File: config.mk
export PLATFORM = sky130hd
export DESIGN_NAME = spx_pixel_io
export DESIGN_NICKNAME = d
export VERILOG_FILES = /design/src/shared/spx_pkg.sv /design/src/logic/spx_sync.sv /design/src/logic/spx_sync_guard.sv /design/src/logic/spx_pixel_io.sv
export SDC_FILE = /design/constraint.sdc
export NUM_CORES = 1
export LEC_CHECK = 0
export BUFFER_PORTS_ARGS = -buffer_cell sky130_fd_sc_hd__buf_2
export CAP_MARGIN = 15
export CORE_MARGIN = 4
export CORE_UTILIZATION = 40
export DETAILED_ROUTE_END_ITERATION = 16
export HOLD_SLACK_MARGIN = 0.03
export SLEW_MARGIN = 20
export SYNTH_ARGS = -nofsm -noshare
export SYNTH_HDL_FRONTEND = slang
export SYNTH_SLANG_ARGS = --single-unit
export TNS_END_PERCENT = 100
File: constraint.sdc
create_clock -name clk -period 2.2 [get_ports clk]
set_clock_uncertainty 0.15 [all_clocks]
set_input_delay 0.33 -clock clk [delete_from_list [all_inputs] [get_ports clk]]
set_output_delay 0.33 -clock clk [all_outputs]
set_load 0.005 [all_outputs]
File: src/shared/spx_pkg.sv
// Constants shared by the pixel input and general output pin block.
package spx_pkg;
    // Register byte offsets on the Avalon-MM slave.
    localparam logic [3:0] REG_CTRL_OFS    = 4'h0;
    localparam logic [3:0] REG_GPO_CFG_OFS = 4'h4;
    localparam logic [3:0] REG_STATUS_OFS  = 4'h8;
    localparam logic [3:0] REG_PIXEL_OFS   = 4'hc;

    // Control register fields.
    localparam int CTRL_EDGE_BIT = 0;
    localparam int CTRL_MODE_LSB = 1;

    // Output pin configuration fields.
    localparam int CFG_SEL_LSB = 0;
    localparam int CFG_VAL_LSB = 4;

    // Status register fields.
    localparam int STAT_LINE_VIOL_BIT  = 0;
    localparam int STAT_FRAME_VIOL_BIT = 1;
    localparam int STAT_STRAP_OSC_BIT  = 2;
    localparam int STAT_POWERED_BIT    = 3;
    localparam int STAT_OSC_CNT_LSB    = 8;

    // Payload modes.
    localparam logic [1:0] MODE_10B    = 2'h0;
    localparam logic [1:0] MODE_12B_HF = 2'h1;
    localparam logic [1:0] MODE_12B_LF = 2'h2;

    // Values after reset or power-down.
    localparam logic       EDGE_RST     = 1'h0;
    localparam logic [1:0] MODE_RST     = MODE_10B;
    localparam logic [3:0] SEL_LOCAL_RST = 4'hf;
    localparam logic [3:0] VAL_RST      = 4'h0;

    // Least spacing of sync transitions in 10-bit mode, in pixel clocks.
    localparam logic [3:0] SYNC_GAP_CYC = 4'ha;

    // Half period of the oscillator clock output, in system clocks.
    localparam logic [1:0] OSC_HALF_CYC = 2'h2;

    // Width of the pin synchroniser bundle.
    localparam int PIN_SYNC_W = 18;
endpackage : spx_pkg

File: src/logic/spx_sync.sv
// Two-stage synchroniser for pins from outside the clock domain.
`timescale 1ns/100ps
`default_nettype none
module spx_sync #(
    parameter int W = 1
) (
    // Clock and reset.
    input  wire logic         clk,
    input  wire logic         sys_rst,
    // Pins in and synchronised levels out.
    input  wire logic [W-1:0] pin_in,
    output logic      [W-1:0] pin_sync
);
    typedef struct packed {
        logic [W-1:0] stage1;
        logic [W-1:0] stage2;
    } spx_sync_st_t;

    spx_sync_st_t state_reg;
    spx_sync_st_t state_next;

    always_comb begin
        state_next        = state_reg;
        state_next.stage1 = pin_in;
        state_next.stage2 = state_reg.stage1;
    end

    always_ff @(posedge clk) begin
        if (sys_rst) begin
            state_reg <= '0;
        end else begin
            state_reg <= state_next;
        end
    end

    assign pin_sync = state_reg.stage2;
endmodule : spx_sync
`default_nettype wire

File: src/logic/spx_sync_guard.sv
// Watches one sync input for transitions spaced closer than the allowed gap.
`timescale 1ns/100ps
`default_nettype none
module spx_sync_guard
    import spx_pkg::*;
(
    // Clock and reset.
    input  wire logic clk,
    input  wire logic sys_rst,
    // Sampled sync level and its pixel clock tick.
    input  wire logic pix_tick,
    input  wire logic sync_level,
    input  wire logic check_en,
    // Flag control.
    input  wire logic hold_clear,
    input  wire logic flag_clear,
    output logic      viol_flag
);
    typedef struct packed {
        logic       prev;
        logic [3:0] since;
        logic       viol;
    } spx_guard_st_t;

    spx_guard_st_t state_reg;
    spx_guard_st_t state_next;

    always_comb begin
        state_next = state_reg;
        if (flag_clear) begin
            state_next.viol = 1'b0;
        end
        if (pix_tick) begin
            state_next.prev = sync_level;
            if (sync_level != state_reg.prev) begin
                // A set in the same cycle as a flag_clear wins; hold_clear wins over the set.
                if (check_en && state_reg.since < SYNC_GAP_CYC - 4'h1) begin
                    state_next.viol = 1'b1;
                end
                state_next.since = 4'h0;
            end else if (state_reg.since != SYNC_GAP_CYC) begin
                state_next.since = state_reg.since + 4'h1;
            end
        end
        if (hold_clear) begin
            state_next = '{prev: 1'b0, since: SYNC_GAP_CYC, viol: 1'b0};
        end
    end

    always_ff @(posedge clk) begin
        if (sys_rst) begin
            state_reg <= '{prev: 1'b0, since: SYNC_GAP_CYC, viol: 1'b0};
        end else begin
            state_reg <= state_next;
        end
    end

    assign viol_flag = state_reg.viol;
endmodule : spx_sync_guard
`default_nettype wire

File: src/logic/spx_pixel_io.sv
// Pixel input capture and general output pin routing with its register slave.
//
// The register addresses and register access over Avalon-MM were chosen for this implementation.
`timescale 1ns/100ps
`default_nettype none
module spx_pixel_io
    import spx_pkg::*;
(
    // Clock and reset.
    input  wire logic        clk,
    input  wire logic        sys_rst,
    // Avalon-MM register slave.
    input  wire logic [3:0]  avs_address,
    input  wire logic        avs_read,
    input  wire logic        avs_write,
    input  wire logic [31:0] avs_writedata,
    input  wire logic [3:0]  avs_byteenable,
    output logic      [31:0] avs_readdata,
    output logic             avs_waitrequest,
    // Parallel pixel pins from the image source.
    input  wire logic        pix_clk,
    input  wire logic [11:0] pix_data_in,
    input  wire logic        line_sync,
    input  wire logic        frame_sync,
    // Device control pins.
    input  wire logic        power_down_n,
    input  wire logic        osc_mode_strap,
    // Captured pixel stream towards the serial encoder.
    output logic      [11:0] pix_word,
    output logic             pix_line_sync,
    output logic             pix_frame_sync,
    output logic             pix_valid,
    // Remote input levels from the back channel, same clock.
    input  wire logic [3:0]  remote_gpio,
    // General output pins; pin 3 is two-way.
    output logic      [3:0]  general_output_pin,
    input  wire logic        general_output_pin3_in,
    output logic             general_output_pin3_oe_n
);
    typedef struct packed {
        logic        edge_sel;
        logic [1:0]  pay_mode;
        logic [3:0]  use_local;
        logic [3:0]  local_val;
        logic        strap_osc;
        logic        strap_done;
        logic        pclk_prev;
        logic        osc_in_prev;
        logic [7:0]  osc_edges;
        logic [1:0]  div_cnt;
        logic        osc_out;
        logic [11:0] pix_word;
        logic        line_sync;
        logic        frame_sync;
        logic        pix_valid;
        logic [3:0]  pin_out;
        logic        pin3_oe_n;
        logic        wait_n;
        logic [31:0] rdata;
    } spx_st_t;

    localparam spx_st_t ST_RST = '{
        edge_sel:    EDGE_RST,
        pay_mode:    MODE_RST,
        use_local:   SEL_LOCAL_RST,
        local_val:   VAL_RST,
        strap_osc:   1'b0,
        strap_done:  1'b0,
        pclk_prev:   1'b0,
        osc_in_prev: 1'b0,
        osc_edges:   8'h00,
        div_cnt:     2'h0,
        osc_out:     1'b0,
        pix_word:    12'h000,
        line_sync:   1'b0,
        frame_sync:  1'b0,
        pix_valid:   1'b0,
        pin_out:     4'h0,
        pin3_oe_n:   1'b0,
        wait_n:      1'b0,
        rdata:       32'h0000_0000
    };

    spx_st_t state_reg;
    spx_st_t state_next;

    // Every pin from outside passes the same two flops, so data, syncs and
    // the pixel clock keep their relative timing after synchronisation.
    logic [PIN_SYNC_W-1:0] pins_sync;
    logic        pclk_s;
    logic [11:0] data_s;
    logic        ls_s;
    logic        fs_s;
    logic        pdn_s;
    logic        strap_s;
    logic        osc_in_s;

    spx_sync #(
        .W(PIN_SYNC_W)
    ) u_pin_sync (
        .clk      (clk),
        .sys_rst  (sys_rst),
        .pin_in   ({pix_clk, pix_data_in, line_sync, frame_sync,
                    power_down_n, osc_mode_strap, general_output_pin3_in}),
        .pin_sync (pins_sync)
    );

    assign {pclk_s, data_s, ls_s, fs_s, pdn_s, strap_s, osc_in_s} = pins_sync;

    // Pixel clock edge detection on the synchronised level.
    logic pclk_rise;
    logic pclk_fall;
    logic pix_tick;
    logic ten_bit;

    assign pclk_rise = pclk_s & ~state_reg.pclk_prev;
    assign pclk_fall = ~pclk_s & state_reg.pclk_prev;
    assign pix_tick  = pdn_s & (state_reg.edge_sel ? pclk_fall : pclk_rise);
    assign ten_bit   = (state_reg.pay_mode == MODE_10B);

    // Bus handshake decode.
    logic bus_req;
    logic bus_take;
    logic wr_lane0;
    logic line_clr;
    logic frame_clr;
    logic line_viol;
    logic frame_viol;

    assign bus_req   = avs_read | avs_write;
    assign bus_take  = bus_req & state_reg.wait_n;
    assign wr_lane0  = avs_write & bus_take & avs_byteenable[0];
    assign line_clr  = wr_lane0 & (avs_address == REG_STATUS_OFS)
                       & avs_writedata[STAT_LINE_VIOL_BIT];
    assign frame_clr = wr_lane0 & (avs_address == REG_STATUS_OFS)
                       & avs_writedata[STAT_FRAME_VIOL_BIT];

    // In 12-bit modes the guards stay disarmed; the guards only flag, so the syncs go through raw in every mode.
    spx_sync_guard u_line_guard (
        .clk        (clk),
        .sys_rst    (sys_rst),
        .pix_tick   (pix_tick),
        .sync_level (ls_s),
        .check_en   (ten_bit),
        .hold_clear (~pdn_s),
        .flag_clear (line_clr),
        .viol_flag  (line_viol)
    );

    spx_sync_guard u_frame_guard (
        .clk        (clk),
        .sys_rst    (sys_rst),
        .pix_tick   (pix_tick),
        .sync_level (fs_s),
        .check_en   (ten_bit),
        .hold_clear (~pdn_s),
        .flag_clear (frame_clr),
        .viol_flag  (frame_viol)
    );

    // Pin source selection for one pin: register bit or remote level.
    function automatic logic pin_src(input logic sel_local, input logic loc,
                                     input logic remote);
        pin_src = sel_local ? loc : remote;
    endfunction : pin_src

    always_comb begin
        state_next           = state_reg;
        state_next.pclk_prev = pclk_s;
        state_next.pix_valid = 1'b0;

        // Strap is taken once after reset or power-up, then held.
        if (!state_reg.strap_done) begin
            state_next.strap_osc  = strap_s;
            state_next.strap_done = 1'b1;
        end

        // Pixel capture.
        if (pix_tick) begin
            if (ten_bit) begin
                state_next.pix_word = {2'b00, data_s[9:0]};
            end else begin
                state_next.pix_word = data_s;
            end
            // Syncs are forwarded as sampled on each pixel clock.
            state_next.line_sync  = ls_s;
            state_next.frame_sync = fs_s;
            state_next.pix_valid  = 1'b1;
        end

        // Oscillator clock output divider runs only in oscillator mode.
        if (state_reg.strap_osc) begin
            if (state_reg.div_cnt == OSC_HALF_CYC - 2'h1) begin
                state_next.div_cnt = 2'h0;
                state_next.osc_out = ~state_reg.osc_out;
            end else begin
                state_next.div_cnt = state_reg.div_cnt + 2'h1;
            end
        end else begin
            state_next.div_cnt = 2'h0;
            state_next.osc_out = 1'b0;
        end

        // Count oscillator clock rising edges seen on the clock input pin.
        state_next.osc_in_prev = osc_in_s;
        if (state_reg.strap_osc && osc_in_s && !state_reg.osc_in_prev) begin
            state_next.osc_edges = state_reg.osc_edges + 8'h01;
        end

        // Output pin routing.
        for (int i = 0; i < 2; i++) begin
            state_next.pin_out[i] = pin_src(state_reg.use_local[i],
                                            state_reg.local_val[i], remote_gpio[i]);
        end
        if (state_reg.strap_osc) begin
            state_next.pin_out[2] = state_reg.osc_out;
            state_next.pin_out[3] = 1'b0;
            state_next.pin3_oe_n  = 1'b1;
        end else begin
            state_next.pin_out[2] = pin_src(state_reg.use_local[2],
                                            state_reg.local_val[2], remote_gpio[2]);
            state_next.pin_out[3] = pin_src(state_reg.use_local[3],
                                            state_reg.local_val[3], remote_gpio[3]);
            state_next.pin3_oe_n  = 1'b0;
        end

        // Register writes take effect on the edge after the wait, while waitrequest is low.
        if (wr_lane0) begin
            case (avs_address)
                REG_CTRL_OFS: begin
                    state_next.edge_sel = avs_writedata[CTRL_EDGE_BIT];
                    state_next.pay_mode = avs_writedata[CTRL_MODE_LSB +: 2];
                end
                REG_GPO_CFG_OFS: begin
                    state_next.use_local = avs_writedata[CFG_SEL_LSB +: 4];
                    state_next.local_val = avs_writedata[CFG_VAL_LSB +: 4];
                end
                default: begin
                end
            endcase
        end

        // One wait cycle per access; read data is loaded with it so it is
        // steady at the edge where the master samples it.
        state_next.wait_n = bus_req & ~state_reg.wait_n;
        if (bus_req && !state_reg.wait_n) begin
            state_next.rdata = 32'h0000_0000;
            if (avs_read) begin
                case (avs_address)
                    REG_CTRL_OFS: begin
                        state_next.rdata[CTRL_EDGE_BIT]      = state_reg.edge_sel;
                        state_next.rdata[CTRL_MODE_LSB +: 2] = state_reg.pay_mode;
                    end
                    REG_GPO_CFG_OFS: begin
                        state_next.rdata[CFG_SEL_LSB +: 4] = state_reg.use_local;
                        state_next.rdata[CFG_VAL_LSB +: 4] = state_reg.local_val;
                    end
                    REG_STATUS_OFS: begin
                        state_next.rdata[STAT_LINE_VIOL_BIT]  = line_viol;
                        state_next.rdata[STAT_FRAME_VIOL_BIT] = frame_viol;
                        state_next.rdata[STAT_STRAP_OSC_BIT]  = state_reg.strap_osc;
                        state_next.rdata[STAT_POWERED_BIT]    = pdn_s;
                        state_next.rdata[STAT_OSC_CNT_LSB +: 8] = state_reg.osc_edges;
                    end
                    REG_PIXEL_OFS: begin
                        state_next.rdata[11:0] = state_reg.pix_word;
                        state_next.rdata[12]   = state_reg.line_sync;
                        state_next.rdata[13]   = state_reg.frame_sync;
                    end
                    default: begin
                        state_next.rdata = 32'h0000_0000;
                    end
                endcase
            end
        end

        // Power-down drops all control state and drives the pins low; the bus
        // keeps answering so software can see the powered bit.
        if (!pdn_s) begin
            state_next        = ST_RST;
            state_next.wait_n = bus_req & ~state_reg.wait_n;
            state_next.rdata  = state_reg.rdata;
            if (bus_req && !state_reg.wait_n) begin
                state_next.rdata = 32'h0000_0000;
            end
        end
    end

    always_ff @(posedge clk) begin
        if (sys_rst) begin
            state_reg <= ST_RST;
        end else begin
            state_reg <= state_next;
        end
    end

    assign avs_readdata             = state_reg.rdata;
    assign avs_waitrequest          = ~state_reg.wait_n;
    assign pix_word                 = state_reg.pix_word;
    assign pix_line_sync            = state_reg.line_sync;
    assign pix_frame_sync           = state_reg.frame_sync;
    assign pix_valid                = state_reg.pix_valid;
    assign general_output_pin       = state_reg.pin_out;
    assign general_output_pin3_oe_n = state_reg.pin3_oe_n;
endmodule : spx_pixel_io
`default_nettype wire

==> results of run 1 <==
==> power by group through the flow <==
stage / clock network (W) / logic (W) / registers [W]
final: 0.00116 / 0.000185 / 0.00202
after global routing: 0.00128 / 0.000206 / 0.00202
after CTS: 0.00120 / 0.000186 / 0.00202
after detailed placement: 0 / 0.000160 / 0.00206
after global placement: 0 / 0.000157 / 0.00206
after floorplan: 0 / 0.000120 / 0.00206
==> cells by family after synthesis <==
logic type	Yosys count	synth area share
simple gates	149	0.179
flops	109	0.488
buf+inv	79	0.109
compound gates	58	0.0827
mux	43	0.0990
fa+ha+maj	8	0.0224
xor+xnor	8	0.0190
other cells	1	0.000838
==> worst max path at each step <==
stage                              from                             to  slack, ps  depth (start not counted)
6_report       state_reg[32]$_SDFF_PP0_     state_reg[75]$_SDFFE_PP1P_        350                          4
5_1_grt        state_reg[32]$_SDFF_PP0_     state_reg[72]$_SDFFE_PP1P_        240                          4
3_5_place_dp             avs_address[2]     state_reg[75]$_SDFFE_PP1P_        290                          4
4_1_cts        state_reg[32]$_SDFF_PP0_     state_reg[75]$_SDFFE_PP1P_        380                          4
3_3_place_gp             avs_address[2]     state_reg[75]$_SDFFE_PP1P_        290                          4
2_1_floorplan            avs_address[2]  avs_readdata[13]$_SDFFE_PP0P_        610                          5
==> worst max-delay path, delay by kind of cell (launching register included) <==
kind          cells  cell delay [ps]
flops             1              350
mux               1              330
simple gates      3              900
==> routing by layer <==
metal	track usage	part of all wire	vias to the layer above
li1	-	-	1594
met1	0.192	0.47	1477
met5	0	0	-
met4	0.0364	0.010	0
met2	0.242	0.46	81
met3	0.0371	0.060	7
==> through the flow <==
| step | instance area (µm²) | hold WS (ps) | cells |
|---|---|---|---|
| after floorplan | 4530 | 254 | 470 |
| after global placement | 4690 | 262 | 624 |
| after detailed placement | 4690 | 273 | 624 |
| after CTS | 5070 | 38.5 | 659 |
| after global routing | 5070 | 36.6 | 659 |
| final | 5070 | 49.6 | 659 |
==> layout make-up <==
type | instances | area [µm²] | area share
flip-flops and latches | 109 | 2180 | 0.430
multi-input cells | 282 | 1860 | 0.367
repair buffers | 101 | 618 | 0.122
well taps | 140 | 175 | 0.0345
clock buffers | 10 | 128 | 0.0252
clock inverters | 6 | 67.6 | 0.0133
inverters | 11 | 41.3 | 0.00814
==> cell usage after synthesis, types with 2 or more instances <==
cell,number,area [µm²]
nor3_1,7,35.0
o311ai_0,4,35.0
nor2b_1,42,263
ha_1,8,100
mux2_2,10,113
a22oi_1,9,67.6
nand2_1,17,63.8
nand4_1,4,25.0
nand3b_1,2,15.0
nand3_1,3,15.0
a32oi_1,4,35.0
clkbuf_1,12,45.0
buf_2,6,30.0
nand4b_1,6,52.6
a31oi_1,3,18.8
inv_1,11,41.3
buf_4,49,368
or3_1,4,25.0
o21ai_0,15,75.1
nor4b_2,2,30.0
xor2_2,2,32.5
dfxtp_1,109,2180
mux2i_1,33,330
nor2_1,50,188
or4_1,2,15.0
a21oi_1,16,80.1
and2_1,3,18.8
a22o_1,3,26.3
xor2_1,2,17.5
xnor2_1,4,35.0
==> repair_timing <==
item	CTS	global route
hold buffers	19	0
endpoints found under the setup margin	0	0
hold endpoints to repair	19	0
==> metrics.cfg, run 1 <==
[finish]
final_layout_size_suffix_gt1_frac=0.222
nets=588
largest_reg_flops=27
final_util=0.466
antennaDiodeCount=0
final_cell_mix=109 x dfxtp_1, 75 x buf_2, 50 x nor2_1, 42 x nor2b_1, 33 x mux2i_1
layout_commonest_cell=dfxtp_1
n_fill_cell=1039
area_delta_synth_final_pct=13.4

[floorplan]
die-area_um2=12900
die_y_um=114
io_pins=119
coreArea_um2=10900
start_util=0.411
dieWidth_um=114
std_cell_rows=38

[global_route]
grt_pass1_vias=2892
grt.total_usage=0.146
grt_max_degree=54
grt.overflow.total=0
grt_pass1_wl_um=14800
antenna_found_initial=0

[clock_tree]
cts.sinks=109
numCtsBuffers=9
cts_max_level=3
cts_tree=done
clkLatencyLatePin_ps=370
clkTransAtPathRegs_ps=110
post-cts-setup-buffers=0
cts_resized=0
cts-root-buf=clkbuf_8
cts.path.max_buffers=2

[yosys]
syn_inst=455
ys_seq_area_frac=0.488
yosysUniqueCellTypes=43
avgSynthCellArea_um2=9.84
yosysWarnings=0
post_synth_instance_area_um2=4480
synth_edf_count=0
async_flop_share=0
yosys_most_used_dff=dfxtp_1
ys_ff_latch=109

[worst_setup_path]
cp-end-kind=flip-flop
cp.arrival_ps=1940
start_kind=flip-flop
worstPathCellList=and3_1, nand4b_1, mux2i_1, nand2_1
regToRegSetupSlack_ps=350
slowest_delay_ps=570
reg2reg_depth=4
worstSetupPathType=flip-flop to flip-flop
reg2reg_to=state_reg[75]$_SDFFE_PP1P_
slowest_stage=nand4b_1
required_ps=2290
cp_max_fo=8
rr_startpoint=state_reg[32]$_SDFF_PP0_

[power_and_ir_drop]
pwr-share-seq=0.599
pwr-share-clk=0.346
power.share.switching=0.245
leakage_nw=2.17
p_sw_w=0.000825
p_per_area_nw_per_um2=664
peakVddDrop_v=0.000390
power.total_w=0.00337
power.internal_w=0.00254
combPwrFrac=0.055

[sta]
drv_slew=0
max_clock_freq_ghz=0.540
setup_ws_ps=347
layout_min_cycle_time_ps=1850
tightest_slew_ps=667
hold_viol=0
period_share=0.842
max_slew_margin=0.553
setup_viol=0
rsz0062_at_grt=false
tns_ps=0

[placed_design]
dp_slack_ps=290
gp_congestion=0.789
hpwl_um=6780
portBuffers=75

[min_path]
min_path_type=input port to flip-flop
whs_endpoint=state_reg[71]$_SDFFE_PP0P_
min_delay_path_depth=3
min_from=avs_writedata[7]

[drt]
viasPerCell=4.79
ant_nets=0
drt_wl_total_um=9340
vias=3159
drt_iter0_drc=150
drc=0
dr.pass1.iters=5
avgRoutedWirePerCell_um=14.2

[run_status]
outcome=completed

[job]
maxCapViolCount=0

No activity file was read; power rests on OpenSTA's default activity.
==> inputs of run 2 (changes only) <==
--- a/config.mk
+++ b/config.mk
@@ -11,6 +11,7 @@
 export CORE_UTILIZATION = 40
 export DETAILED_ROUTE_END_ITERATION = 16
 export HOLD_SLACK_MARGIN = 0.03
+export PLACE_DENSITY = 0.66
 export SLEW_MARGIN = 20
 export SYNTH_ARGS = -nofsm -noshare
 export SYNTH_HDL_FRONTEND = slang
==> constraint.sdc (replaced) <==
create_clock -name clk -period 1.6 [get_ports clk]
set_clock_uncertainty 0.15 [all_clocks]
set_input_delay 0.24 -clock clk [delete_from_list [all_inputs] [get_ports clk]]
set_output_delay 0.24 -clock clk [all_outputs]
set_load 0.005 [all_outputs]
==> run 2 against run 1 <==
The flow now finishes with violations (negative setup slack). Total power grew 43%. Sequential share of layout area down 2.8 points. Critical path type unchanged. Non-clock buffer count up 26. Wire length rose by 2.6%. Flip-flop and latch count unchanged. Clock-buffer cell count fell by 1. Combinational power increased by 61%. Utilization grew 3.5 points. Critical endpoint is now u_line_guard.state_reg[1]$_SDFFE_PP0P_. Worst setup slack worse by 360 ps. First-iteration DRC count grew 19%.
==> metrics.cfg, run 2 (synthesis gave the netlist of run 1 again) <==
[min_path]
min_delay_path_depth=5  ; was 3
min_from=remote_gpio[2]  ; was avs_writedata[7]
min_path_type=input port to flip-flop  ; unchanged

[worst_setup_path]
startpoint=state_reg[78]$_SDFFE_PP0P_  ; was state_reg[32]$_SDFF_PP0_
rr_startpoint=state_reg[78]$_SDFFE_PP0P_  ; was state_reg[32]$_SDFF_PP0_
cp-end-kind=flip-flop  ; unchanged
cp.arrival_ps=1760  ; was 1940 ps
worstSetupPathType=flip-flop to flip-flop  ; unchanged
cp_max_fo=8  ; unchanged
required_ps=1750  ; was 2290 ps
reg2reg_depth=4  ; unchanged
start_kind=flip-flop  ; unchanged

[drt]
route.met2.wl_um=4470  ; was 4310 µm
topRoutingLayerUsed=met5  ; was met4
vias=3245  ; was 3,159
dr.pass1.iters=4  ; was 5
drt_wl_total_um=9580  ; was 9340 µm
drt_iter0_drc=179  ; was 150
wl_met3_um=594  ; was 564 µm
ant_nets=0  ; unchanged
met1_length_um=4280  ; was 4360 µm
viasPerCell=4.74  ; was 4.79
avgRoutedWirePerCell_um=14.0  ; was 14.2 µm
drc=0  ; unchanged

[placed_design]
post_dp_cell_area_um2=4810  ; was 4690 µm²
hpwl_um=6940  ; was 6780 µm
dp.cells=635  ; was 624
gp_congestion=0.862  ; was 0.789
dp_slack_ps=-20.2  ; was 290 ps
portBuffers=75  ; unchanged

[finish]
final_layout_size_suffix_gt1_frac=0.272  ; was 0.222
layout.cells.non_filler=685  ; was 659
largest_reg_flops=27  ; unchanged
area_delta_synth_final_pct=21.8  ; was 13.4%
layout_commonest_cell=dfxtp_1  ; unchanged
final_cell_mix=101 x dfxtp_1, 75 x buf_2, 50 x nor2_1, 42 x nor2b_1, 32 x mux2i_1  ; was 109 x dfxtp_1, 75 x buf_2, 50 x nor2_1, 42 x nor2b_1, 33 x mux2i_1
seq_area_um2=2190  ; was 2180 µm²
n_fill_cell=986  ; was 1,039
antennaDiodeCount=0  ; unchanged
nets=614  ; was 588
fin_area_um2=5450  ; was 5070 µm²
multi_input_area_um2=1930  ; was 1860 µm²

[sta]
max_clock_freq_ghz=0.621  ; was 0.540 GHz
layout_min_cycle_time_ps=1610  ; was 1850 ps
setup_ws_ps=-10.0  ; was 347 ps
rsz0062_at_grt=true  ; was false
tightest_slew_ps=510  ; was 667 ps
whs_ps=92.0  ; was 49.6 ps
setup_viol=1  ; was 0
max_slew_margin=0.660  ; was 0.553
hold_viol=0  ; unchanged
tns_ps=-10.0  ; was 0 ps
period_share=1.01  ; was 0.842
drv_slew=0  ; unchanged

[floorplan]
std_cell_rows=38  ; unchanged
io_pins=119  ; unchanged
dieWidth_um=114  ; unchanged
die-area_um2=12900  ; unchanged
die_y_um=114  ; unchanged
coreArea_um2=10900  ; unchanged
start_util=0.411  ; unchanged

[clock_tree]
clkTransAtPathRegs_ps=110  ; about the same
cts_max_level=3  ; unchanged
cts.path.max_buffers=2  ; unchanged
clkLatencyLatePin_ps=360  ; was 370 ps
cts_tree=done  ; unchanged
numCtsBuffers=9  ; unchanged
cts.sinks=109  ; unchanged
cts-root-buf=clkbuf_8  ; unchanged

[global_route]
grt_pass1_wl_um=15100  ; was 14,800 µm
grt_pass1_vias=3164  ; was 2,892
antenna_found_initial=1  ; was 0
grt.overflow.total=0  ; unchanged
grt.total_usage=0.145  ; was 0.146
grt_max_degree=54  ; unchanged

[job]
maxCapViolCount=0  ; unchanged

[run_status]
violations=negative setup slack
outcome=finished with violations  ; was completed

[power_and_ir_drop]
peakVddDrop_v=0.000592  ; was 0.000390 V
leakage_nw=2.34  ; was 2.17 nW
p_per_area_nw_per_um2=886  ; was 664 nW/µm²

==> run 2: cell count changes in the layout (fill, tap and decap cells not counted), sizes merged <==
cell,delta
buf,+15
inv,+1
bufinv,+1
dlygate4sd3,+10
clkinv,-1
==> run 2: final timing paths <==
path                                                          endpoint  slack (ps)
worst min register to register                state_reg[54]$_SDFF_PP0_         290
worst max-delay path            u_line_guard.state_reg[1]$_SDFFE_PP0P_         -10
worst min-delay path                  general_output_pin[2]$_SDFF_PP0_          90
worst max register to register  u_line_guard.state_reg[1]$_SDFFE_PP0P_         -10
==> run 2: layout make-up <==
type                    instances  area share
flip-flops and latches        109       0.403
multi-input cells             282       0.354
repair buffers                127       0.164
well taps                     140      0.0321
clock buffers                   9      0.0227
clock inverters                 7      0.0168
inverters                      11     0.00757
==> run 2: report_power, final <==
group / switching, W / total (W) / internal (W)
Clock: 0.000989 / 0.00176 / 0.000768
Sequential: 0.0000177 / 0.00277 / 0.00276
Combinational: 0.000137 / 0.000298 / 0.000160
Total: 0.00114 / 0.00483 / 0.00368
==> run 2: what timing repair did <==
item | 4_1_cts | 5_1_grt
gates cloned | 0 | 1
pin swaps | 1 | 5
setup endpoints to repair | 6 | 23
endpoints found under the hold margin | 32 | 0
hold buffers | 29 | 0
resized for setup | 7 | 16
setup buffers | 0 | 4
==> run 2: through the flow <==
stage | utilization | power (W)
floorplan | - | 0.00300
global placement | 0.442 | 0.00306
detailed placement | 0.442 | 0.00307
CTS | 0.491 | 0.00486
global route | 0.501 | 0.00502
finish | 0.501 | 0.00483
==> run 2: per-layer routing <==
metal | global-route usage | vias up
met3 | 0.0366 | 17
met2 | 0.241 | 87
met1 | 0.182 | 1493
met4 | 0.0515 | 2
met5 | 0 | -
li1 | - | 1646
==> run 2: critical path, cell delays in order, from the launching register on <==
cell and delay [ps]:
dfxtp_2 360, nor3b_4 260, o21ai_4 130, or4_4 530, a21oi_2 120
==> inputs of run 3 (changes only) <==
--- a/config.mk
+++ b/config.mk
@@ -11,7 +11,6 @@
 export CORE_UTILIZATION = 40
 export DETAILED_ROUTE_END_ITERATION = 16
 export HOLD_SLACK_MARGIN = 0.03
-export PLACE_DENSITY = 0.66
 export SLEW_MARGIN = 20
 export SYNTH_ARGS = -nofsm -noshare
 export SYNTH_HDL_FRONTEND = slang
==> constraint.sdc (replaced) <==
create_clock -name clk -period 1.5 [get_ports clk]
set_clock_uncertainty 0.15 [all_clocks]
set_input_delay 0.225 -clock clk [delete_from_list [all_inputs] [get_ports clk]]
set_output_delay 0.225 -clock clk [all_outputs]
set_load 0.005 [all_outputs]
==> run 3 against run 2 <==
The flow still finishes with violations (negative setup slack). Register-to-register slack worse by 99 ps. Highest routed layer is now met4. Wire length up 5.0%. Sequential power up 7%. Critical endpoint unchanged. Largest power group unchanged. Worst setup slack worse by 99 ps. Via count up 3.2%. Cell count up 2.8%. Die area unchanged.
==> metrics.cfg, run 3 (synthesis gave the netlist of run 1 again) <==
[worst_setup_path]
cp.arrival_ps=1770  ; was 1760 ps
worstSetupPathType=flip-flop to flip-flop  ; unchanged
regToRegSetupSlack_ps=-110  ; was -10 ps
start_kind=flip-flop  ; unchanged
required_ps=1660  ; was 1750 ps
cp-end-kind=flip-flop  ; unchanged
critPathTopFamily=simple AND/OR/NAND/NOR gates  ; unchanged
cp_max_fo=5  ; was 8
slowest_delay_ps=530  ; about the same
slowest_stage=or4_4  ; unchanged
critical_path_buf_inv_count=0  ; unchanged
worstPathCellList=nor3b_4, o21ai_4, or4_4, a21oi_2  ; unchanged

[sta]
hold_viol=0  ; unchanged
setup_ws_ps=-109  ; was -10.0 ps
tightest_slew_ps=504  ; was 510 ps
max_clock_freq_ghz=0.622  ; was 0.621 GHz
rsz0062_at_grt=true  ; unchanged
setup_viol=18  ; was 1
max_slew_margin=0.664  ; was 0.660
drv_slew=0  ; unchanged
period_share=1.07  ; was 1.01
layout_min_cycle_time_ps=1610  ; about the same

[placed_design]
dp_slack_ps=-156  ; was -20.2 ps
gp_congestion=0.792  ; was 0.862
portBuffers=75  ; unchanged
hpwl_um=7270  ; was 6940 µm
post_dp_cell_area_um2=4920  ; was 4810 µm²

[job]
maxCapViolCount=0  ; unchanged

[floorplan]
std_cell_rows=38  ; unchanged
die-area_um2=12900  ; unchanged
dieWidth_um=114  ; unchanged
start_util=0.411  ; unchanged
coreArea_um2=10900  ; unchanged
die_y_um=114  ; unchanged
io_pins=119  ; unchanged

[finish]
nets=633  ; was 614
final_cell_mix=102 x dfxtp_1, 75 x buf_2, 50 x nor2_1, 42 x nor2b_1, 35 x buf_4  ; was 101 x dfxtp_1, 75 x buf_2, 50 x nor2_1, 42 x nor2b_1, 32 x mux2i_1
n_fill_cell=1015  ; was 986
fin_area_um2=5600  ; was 5450 µm²
area_delta_synth_final_pct=25.2  ; was 21.8%
layout_commonest_cell=dfxtp_1  ; unchanged
largest_reg_flops=27  ; unchanged
antennaDiodeCount=0  ; unchanged
final_layout_size_suffix_gt1_frac=0.316  ; was 0.272

[global_route]
grt_pass1_vias=3334  ; was 3,164
grt_max_degree=54  ; unchanged
antenna_found_initial=0  ; was 1
grt.overflow.total=0  ; unchanged
grt_pass1_wl_um=16000  ; was 15,100 µm
grt.total_usage=0.154  ; was 0.145

[power_and_ir_drop]
peakVddDrop_v=0.000426  ; was 0.000592 V
power.total_w=0.00501  ; was 0.00483 W
p_per_area_nw_per_um2=894  ; was 886 nW/µm²
leakage_nw=2.39  ; was 2.34 nW

[drt]
drt_wl_total_um=10100  ; was 9580 µm
viasPerCell=4.76  ; was 4.74
drc=0  ; unchanged
drt_iter0_drc=146  ; was 179
ant_nets=0  ; unchanged
vias=3349  ; was 3,245
avgRoutedWirePerCell_um=14.3  ; was 14.0 µm
dr.pass1.iters=4  ; unchanged

[clock_tree]
cts_max_level=3  ; unchanged
clkTransAtPathRegs_ps=100  ; was 110 ps
clkLatencyLatePin_ps=370  ; was 360 ps
cts_tree=done  ; unchanged
numCtsBuffers=9  ; unchanged
cts-root-buf=clkbuf_8  ; unchanged
cts.sinks=109  ; unchanged
cts.path.max_buffers=2  ; unchanged

[run_status]
violations=negative setup slack  ; unchanged
outcome=finished with violations  ; unchanged

[min_path]
min_path_type=input port to flip-flop  ; unchanged

run 3: cell count changes in the layout (fill, tap and decap cells not counted), moves of 4 or more:
cell / change
o21ai_2: +4
buf_4: +16
a22oi_2: +6
a22oi_1: -6
o21ai_0: -6
run 3: area by class of cell:
class	count	area, µm²	area share
timing repair buffer	145	1030	0.183
clock buffer	10	128	0.0228
multi-input combinational	283	1970	0.351
clock inverter	6	67.6	0.0121
tap	140	175	0.0313
sequential	109	2190	0.391
inverter	11	45.0	0.00804
run 3: tightest hold or removal path, delay by kind of cell:
kind,cells,cell delay (ps)
simple gates,2,170
mux,1,60
buf+inv,1,90
compound gates,1,40
run 3: final timing paths:
| kind | startpoint | end | depth (start not counted) |
|---|---|---|---|
| setup / recovery | state_reg[78]$_SDFFE_PP0P_ | u_line_guard.state_reg[1]$_SDFFE_PP0P_ | 4 |
| setup reg to reg | state_reg[78]$_SDFFE_PP0P_ | u_line_guard.state_reg[1]$_SDFFE_PP0P_ | 4 |
| hold reg to reg | state_reg[54]$_SDFF_PP0_ | state_reg[54]$_SDFF_PP0_ | 1 |
| hold / removal | remote_gpio[2] | general_output_pin[2]$_SDFF_PP0_ | 5 |
run 3: stage by stage:
step            util  hold slack (ps)  TNS, ps  instances
6_report       0.514              113    -1240        704
4_1_cts        0.500              111    -1150        698
3_5_place_dp   0.452              272    -1150        651
2_1_floorplan      -              200        0        470
5_1_grt        0.514              144    -3270        704
3_3_place_gp   0.452              262     -322        651
run 3: report_power, final:
| group | leakage (nW) | switching (W) | internal (W) |
|---|---|---|---|
| registers | 0.889 | 0.0000169 | 0.00294 |
| clock network | 0.0974 | 0.00105 | 0.000654 |
| logic | 1.41 | 0.000160 | 0.000185 |
| total | 2.39 | 0.00123 | 0.00378 |
run 3: repair_timing:
| item | in CTS | in global routing |
|---|---|---|
| pin swaps | 3 | 7 |
| cloned | 0 | 2 |
| setup endpoints to repair | 30 | 46 |
| buffers inserted | 2 | 4 |
| hold endpoints to repair | 33 | 0 |
| gates resized for setup | 9 | 34 |
| hold buffers | 29 | 0 |
run 3: routing by layer:
layer / routed length, µm / vias up / GRT usage
met4: 144 / 0 / 0.0364
met5: 0 / - / 0
met2: 4890 / 82 / 0.265
met1: 4550 / 1570 / 0.196
li1: - / 1684 / -
met3: 465 / 13 / 0.0377
